### config.mk
export PLATFORM = sky130hd
export DESIGN_NAME = uinfc_top
export DESIGN_NICKNAME = d
export VERILOG_FILES = /design/src/uinfc_pkg.sv /design/src/uinfc_top.sv
export SDC_FILE = /design/constraint.sdc
export NUM_CORES = 1
export LEC_CHECK = 0
export ABC_AREA = 1
export BUFFER_PORTS_ARGS = -buffer_cell sky130_fd_sc_hd__buf_2
export CAP_MARGIN = 40
export CORE_MARGIN = 1
export CORE_UTILIZATION = 35
export DETAILED_ROUTE_END_ITERATION = 7
export PLACE_DENSITY = 0.64
export SLEW_MARGIN = 20
export SYNTH_ARGS = -nofsm -noshare
export SYNTH_HDL_FRONTEND = slang
export SYNTH_SLANG_ARGS = --single-unit
### constraint.sdc
create_clock -name ref_clk -period 2 [get_ports ref_clk]
set_input_delay 0.2 -clock ref_clk [delete_from_list [all_inputs] [get_ports ref_clk]]
set_output_delay 0.2 -clock ref_clk [all_outputs]
set_load 0.05 [all_outputs]
### src/uinfc_pkg.sv
package uinfc_pkg;
    // endpoint count and register indices; byte address is index times four
    localparam int unsigned NUM_EP       = 5;
    localparam logic [7:0]  NAK_FLAG_IDX = 8'hEB;
    localparam logic [7:0]  CTRL_IDX     = 8'hEC;
    localparam logic [7:0]  STAT_IDX     = 8'hF8;

    // values after reset
    localparam logic [4:0]  FLAG_RST     = 5'h00;
    localparam logic [2:0]  CTRL_RST     = 3'h0;
    localparam logic [1:0]  STAT_RST     = 2'h0;
    localparam logic [4:0]  READY_RST    = 5'h00;

    // field positions
    localparam int unsigned WAKE_BIT     = 0;
    localparam int unsigned WIN_BIT      = 1;
    localparam int unsigned EN_BIT       = 2;
    localparam int unsigned RESUME_BIT   = 0;
    localparam int unsigned SUSPEND_BIT  = 1;

    // flags that stay live when endpoint fifos are paired, and when they are not
    localparam logic [4:0]  ODD_EP_MASK  = 5'h0A;
    localparam logic [4:0]  ALL_EP_MASK  = 5'h1F;

    // token answer state
    typedef enum logic [2:0] {
        RESP_IDLE = 3'b001,
        RESP_DATA = 3'b010,
        RESP_NAK  = 3'b100
    } uinfc_resp_t;
endpackage

### src/uinfc_top.sv
`timescale 1ns/1ns
module uinfc_top #(
    parameter int unsigned ADDR_W = 10
) (
    // clock and reset
    input  wire logic              ref_clk,
    input  wire logic              reset,
    // ahb-lite slave
    input  wire logic              hsel,
    input  wire logic [ADDR_W-1:0] haddr,
    input  wire logic [1:0]        htrans,
    input  wire logic              hwrite,
    input  wire logic [2:0]        hsize,
    input  wire logic              hready,
    input  wire logic [31:0]       hwdata,
    output logic [31:0]            hrdata,
    output logic                   hreadyout,
    output logic                   hresp,
    // serial engine events
    input  wire logic              inToken,
    input  wire logic [2:0]        tokenEp,
    input  wire logic              sizeWrite,
    input  wire logic [2:0]        sizeEp,
    input  wire logic              inSent,
    input  wire logic [2:0]        sentEp,
    input  wire logic              suspendDet,
    input  wire logic              pairMode,
    // bus activity pin
    input  wire logic              busActivity,
    // serial engine control
    output logic                   tokenRespEn,
    output logic                   dataResp,
    output logic                   nakResp,
    output logic                   reinitEngine,
    output logic                   ep0StatClr,
    output logic                   epCtrlClr,
    output logic                   engineClkEn,
    output logic                   fifoWinEn,
    // data line drive
    output logic                   wakeDpO,
    output logic                   wakeDmO,
    output logic                   wakeOe
);

    // index field needs bits 9:2; wider buses alias above them
    if (ADDR_W < 10 || ADDR_W > 32) begin : g_bad_addr_w
        $error("ADDR_W must lie in 10..32");
    end

    // endpoint number to one-hot, zero when out of range
    function automatic logic [4:0] epOneHot(input logic [2:0] ep);
        logic [4:0] m;
        m = 5'h00;
        if (ep < 3'(uinfc_pkg::NUM_EP)) begin
            m[ep] = 1'b1;
        end
        return m;
    endfunction

    logic [4:0]             flag_r;
    logic [4:0]             flag_nxt;
    logic [4:0]             ready_r;
    logic [2:0]             ctrl_r;
    logic [2:0]             ctrl_nxt;
    logic [1:0]             stat_r;
    logic [1:0]             stat_nxt;
    uinfc_pkg::uinfc_resp_t resp_r;
    logic                   act1_r;
    logic                   act2_r;
    logic                   wrPend_r;
    logic [7:0]             wrIdx_r;
    logic                   reinit_r;
    logic                   clkEn_r;
    logic [31:0]            hrdata_r;
    logic                   addrPhase;
    logic [7:0]             addrIdx;
    logic                   wrFlag;
    logic                   wrCtrl;
    logic                   wrStat;
    logic [4:0]             tokMask;
    logic [4:0]             liveMask;
    logic [4:0]             nakSet;
    logic [4:0]             clrMask;
    logic                   tokTaken;
    logic                   resumeSet;

    // bus decode
    assign addrPhase = hsel & hready & htrans[1];
    assign addrIdx   = haddr[9:2];
    assign wrFlag    = wrPend_r && wrIdx_r == uinfc_pkg::NAK_FLAG_IDX;
    assign wrCtrl    = wrPend_r && wrIdx_r == uinfc_pkg::CTRL_IDX;
    assign wrStat    = wrPend_r && wrIdx_r == uinfc_pkg::STAT_IDX;

    // token path
    assign tokMask  = epOneHot(tokenEp);
    assign tokTaken = inToken & ctrl_r[uinfc_pkg::EN_BIT] & (|tokMask);
    assign liveMask = pairMode ? uinfc_pkg::ODD_EP_MASK
                               : uinfc_pkg::ALL_EP_MASK;
    assign nakSet   = tokTaken ? (tokMask & ~ready_r & liveMask)
                               : 5'h00;
    // zero written clears, one written keeps
    assign clrMask  = wrFlag ? ~hwdata[4:0] : 5'h00;
    // own drive of K must not look like host resume
    assign resumeSet = act2_r & stat_r[uinfc_pkg::SUSPEND_BIT]
                     & ~ctrl_r[uinfc_pkg::WAKE_BIT];

    always_comb begin
        flag_nxt = (flag_r & ~clrMask) | nakSet;
        ctrl_nxt = wrCtrl ? hwdata[2:0] : ctrl_r;
        stat_nxt = stat_r;
        if (wrStat) begin
            stat_nxt = stat_r & hwdata[1:0];
        end
        // set beats a clear in the same cycle
        if (resumeSet) begin
            stat_nxt[uinfc_pkg::RESUME_BIT] = 1'b1;
        end
        if (suspendDet) begin
            stat_nxt[uinfc_pkg::SUSPEND_BIT] = 1'b1;
        end
    end

    // pin synchroniser, first stage read only by the second
    always_ff @(posedge ref_clk or posedge reset) begin
        if (reset) begin
            act1_r <= 1'b0;
            act2_r <= 1'b0;
        end else begin
            act1_r <= busActivity;
            act2_r <= act1_r;
        end
    end

    // ahb data phase capture
    always_ff @(posedge ref_clk or posedge reset) begin
        if (reset) begin
            wrPend_r <= 1'b0;
            wrIdx_r  <= 8'h00;
        end else if (hready) begin
            wrPend_r <= addrPhase & hwrite;
            wrIdx_r  <= addrIdx;
        end
    end

    // read data taken from next state so a write just before is seen
    always_ff @(posedge ref_clk or posedge reset) begin
        if (reset) begin
            hrdata_r <= 32'h0000_0000;
        end else if (addrPhase & ~hwrite) begin
            unique case (addrIdx)
                uinfc_pkg::NAK_FLAG_IDX:
                    hrdata_r <= {27'h0, flag_nxt & liveMask};
                uinfc_pkg::CTRL_IDX:
                    hrdata_r <= {29'h0, ctrl_nxt};
                uinfc_pkg::STAT_IDX:
                    hrdata_r <= {30'h0, stat_nxt};
                default:
                    hrdata_r <= 32'h0000_0000;
            endcase
        end
    end

    // nak flags
    always_ff @(posedge ref_clk or posedge reset) begin
        if (reset) begin
            flag_r <= uinfc_pkg::FLAG_RST;
        end else begin
            flag_r <= flag_nxt;
        end
    end

    // control register, untouched by usb bus reset
    always_ff @(posedge ref_clk or posedge reset) begin
        if (reset) begin
            ctrl_r <= uinfc_pkg::CTRL_RST;
        end else begin
            ctrl_r <= ctrl_nxt;
        end
    end

    // suspend and resume status
    always_ff @(posedge ref_clk or posedge reset) begin
        if (reset) begin
            stat_r <= uinfc_pkg::STAT_RST;
        end else begin
            stat_r <= stat_nxt;
        end
    end

    // engine clock gate on its own flop so the pin sees no decode glitch
    always_ff @(posedge ref_clk or posedge reset) begin
        if (reset) begin
            clkEn_r <= ~uinfc_pkg::STAT_RST[uinfc_pkg::SUSPEND_BIT];
        end else begin
            clkEn_r <= ~stat_nxt[uinfc_pkg::SUSPEND_BIT];
        end
    end

    // re-enable pulse, one cycle
    always_ff @(posedge ref_clk or posedge reset) begin
        if (reset) begin
            reinit_r <= 1'b0;
        end else begin
            reinit_r <= ctrl_nxt[uinfc_pkg::EN_BIT]
                      & ~ctrl_r[uinfc_pkg::EN_BIT];
        end
    end

    // fifo ready state; size write wins over a finished send
    always_ff @(posedge ref_clk or posedge reset) begin
        if (reset) begin
            ready_r <= uinfc_pkg::READY_RST;
        end else if (reinit_r) begin
            ready_r <= uinfc_pkg::READY_RST;
        end else begin
            ready_r <= (ready_r & ~(inSent ? epOneHot(sentEp) : 5'h00))
                     | (sizeWrite ? epOneHot(sizeEp) : 5'h00);
        end
    end

    // token answer
    always_ff @(posedge ref_clk or posedge reset) begin
        if (reset) begin
            resp_r <= uinfc_pkg::RESP_IDLE;
        end else if (!tokTaken) begin
            resp_r <= uinfc_pkg::RESP_IDLE;
        end else if (|(tokMask & ready_r)) begin
            resp_r <= uinfc_pkg::RESP_DATA;
        end else begin
            resp_r <= uinfc_pkg::RESP_NAK;
        end
    end

    assign hrdata       = hrdata_r;
    assign hreadyout    = 1'b1;
    assign hresp        = 1'b0;
    assign tokenRespEn  = ctrl_r[uinfc_pkg::EN_BIT];
    assign fifoWinEn    = ctrl_r[uinfc_pkg::WIN_BIT];
    assign dataResp     = resp_r[1];
    assign nakResp      = resp_r[2];
    assign reinitEngine = reinit_r;
    assign ep0StatClr   = reinit_r;
    assign epCtrlClr    = reinit_r;
    // suspend gates the engine clock; clearing it restarts
    assign engineClkEn  = clkEn_r;
    // K state: D+ low, D- high; timing is left to software
    assign wakeOe       = ctrl_r[uinfc_pkg::WAKE_BIT];
    assign wakeDmO      = ctrl_r[uinfc_pkg::WAKE_BIT];
    assign wakeDpO      = 1'b0;
endmodule

==> metrics.txt <==
FF+latch count, synth 35; Layout fillers about 560; synth warn 0; final hold viol count 5; Synth area leaders dfrtp_1 43%, buf_4 13%, nand2_1 10%; Hold WS -4.99 ps; Worst-path clk slew approximately 70 ps; CP Class flop to flop; Synth Instances between 200 and 250; layout cells sized above 1 0.267; CTS resizes 0; synthesized area 1970 µm²; setup_tns 0 ps; CTS root buf clkbuf_8; violated checks hold timing; f_max between 700 and 800 MHz; max-cap violations 0; Ant. Diodes 0; post-synthesis cell type count 28; PD cells slightly below 800 nW/µm²; sequential share of the synthesized area 0.445; Synth area leader dfrtp_1; Initial Util 0.374; Clock Latency Late Sink 290 ps; largest net degree at the start of global routing 36; Worst Path Arrival around 1500 ps; Tcrit/Tclk final 0.668; Worst Skew 8.64 ps; Pleak 1.18 nW; Die Ht slightly below 80 µm; unrepaired setup endpoints after global routing false; hold buffers post-CTS 0; status complete, but fails checks; Final nets 354; Crit Path Max Fanout 7; most frequent cells in the layout 54 x nand2_1, 48 x buf_2, 34 x dfrtp_1, 30 x conb_1, 25 x inv_1; CTS Buffer Depth 2; number of CTS-inserted buffers 5; Yosys top cell area share 0.432; Cell Rows 26; fin. max-slew vios 0; CTS tree done; synthesized area per cell between 8 and 9 µm²; die area 5930 µm²; die extent in x 77.0 µm; commonest non-fill, non-tap cell in the layout nand2_1; vias in the first global route 1,482; postcts setup bufs 0; H-tree depth 2; Final setup viols 0; GRT Overall Usage 0.149; Area Overhead vs Synth 14.4%; min-delay worst type input port to asynchronous set/reset pin; nature of the critical path startpoint flop; initial drt markers between 100 and 150; Final ANT Viol Nets 0; post-DR wirelength/cell roughly 11 µm; maximum vdd drop roughly 0.30 mV; DR pass1 iterations 4; total number of vias ~1.6k; fin crit period around 1300 ps; crit end category flop; Detailed Place HPWL roughly 3.1 mm; initial antenna violation count 0; GP Congestion between 0.7 and 0.8; final wirelength approximately 4 mm; Core Region 5270 µm²; first-pass GRT wire length about 6.9 mm; IO Port Bufs between 40 and 50; DR vias/cell 4.34; total power 0.00179 W; CP required roughly 2200 ps; Sink Count 35; DR DRC count 0; Ports 112; grt total ovfl 0
-- registers in the layout, indices dropped and copies added, names as in the netlist, 2 cells and up --
signal   cells
stat_r       2
wrIdx_r      8
hrdata       5
ctrl_r       3
flag_r       5
ready_r      5
resp_r       2
-- final cells by class --
cell class	instances	area, µm²	share of cell area
Tap cell	70	87.6	0.0388
Sequential cell	35	877	0.389
Inverter	26	97.6	0.0433
Multi-Input combinational cell	170	845	0.375
Clock buffer	8	100	0.0444
Timing Repair Buffer	49	248	0.110
-- cells in the mapped netlist --
| cell type | instances |
|---|---|
| nand4_1 | 2 |
| nand2_2 | 3 |
| dfstp_2 | 1 |
| nor2_1 | 16 |
| o21ai_1 | 2 |
| inv_1 | 25 |
| nand3b_1 | 1 |
| nor3_1 | 5 |
| inv_2 | 1 |
| a21oi_1 | 6 |
| o22ai_1 | 1 |
| nor2_4 | 4 |
| o21ai_0 | 7 |
| nand3_1 | 23 |
| clkbuf_1 | 1 |
| o21ai_2 | 5 |
| dfrtp_1 | 34 |
| nor2_8 | 1 |
| nor2_2 | 1 |
| o31ai_1 | 3 |
| nand3_2 | 1 |
| buf_4 | 33 |
| mux2_2 | 3 |
| buf_2 | 1 |
| nand2_1 | 54 |
| o31ai_4 | 1 |
| conb_1 | 2 |
| nor4_1 | 1 |
-- critical path, cell delays in order (launching register included) --
cell	delay, ps
dfrtp_1	380
inv_1	80
nand2_1	80
nor2_4	130
nand2_2	140
nand2_1	100
o21ai_2	60
nand2_1	70
nand3_1	70
nand2_1	70
nand2_1	50
-- power breakdown --
group / internal [W] / switching [W]
logic: 0.000100 / 0.000296
registers: 0.000781 / 0.0000407
clock network: 0.000314 / 0.000254
total: 0.00120 / 0.000591
-- stage by stage --
stage / area [µm²] / hold WS [ps] / setup slack (ps) / cells / util
finish: 2250 / -4.99 / 663 / 358 / 0.428
global placement: 2150 / 322 / 698 / 350 / 0.409
global route: 2250 / 7.75 / 501 / 358 / 0.428
CTS: 2250 / 10.8 / 652 / 358 / 0.428
detailed placement: 2150 / 318 / 666 / 350 / 0.409
floorplan: 2080 / 231 / 549 / 266 / -
-- final timing paths --
check,start,depth (start not counted),endpoint,slack [ps]
min reg2reg,act1_r,0,act2_r,370
min in group ref_clk,busActivity,1,act1_r,20
min,reset,3,ready_r[2],-5
max,wrIdx_r[4],10,hrdata[1],660
max in group asynchronous,reset,3,engineClkEn,1660
max reg2reg,wrIdx_r[4],10,hrdata[1],660
-- layer usage --
layer,GRT usage,wire length (µm),vias up
li1,-,-,803
met1,0.188,1780,694
met2,0.238,1880,50
met3,0.0500,230,5
met4,0.0509,54,0
met5,0,0,-
-- cell families after synthesis --
family / after synthesis / synth area share
and+or+nand+nor: 112 / 0.269
DFF: 35 / 0.445
buffers and inverters: 61 / 0.180
muxes: 3 / 0.0171
AOI/OAI and AO/OA: 25 / 0.0857
other: 2 / 0.00381
Note: power is estimated with default switching activity, not from simulation.
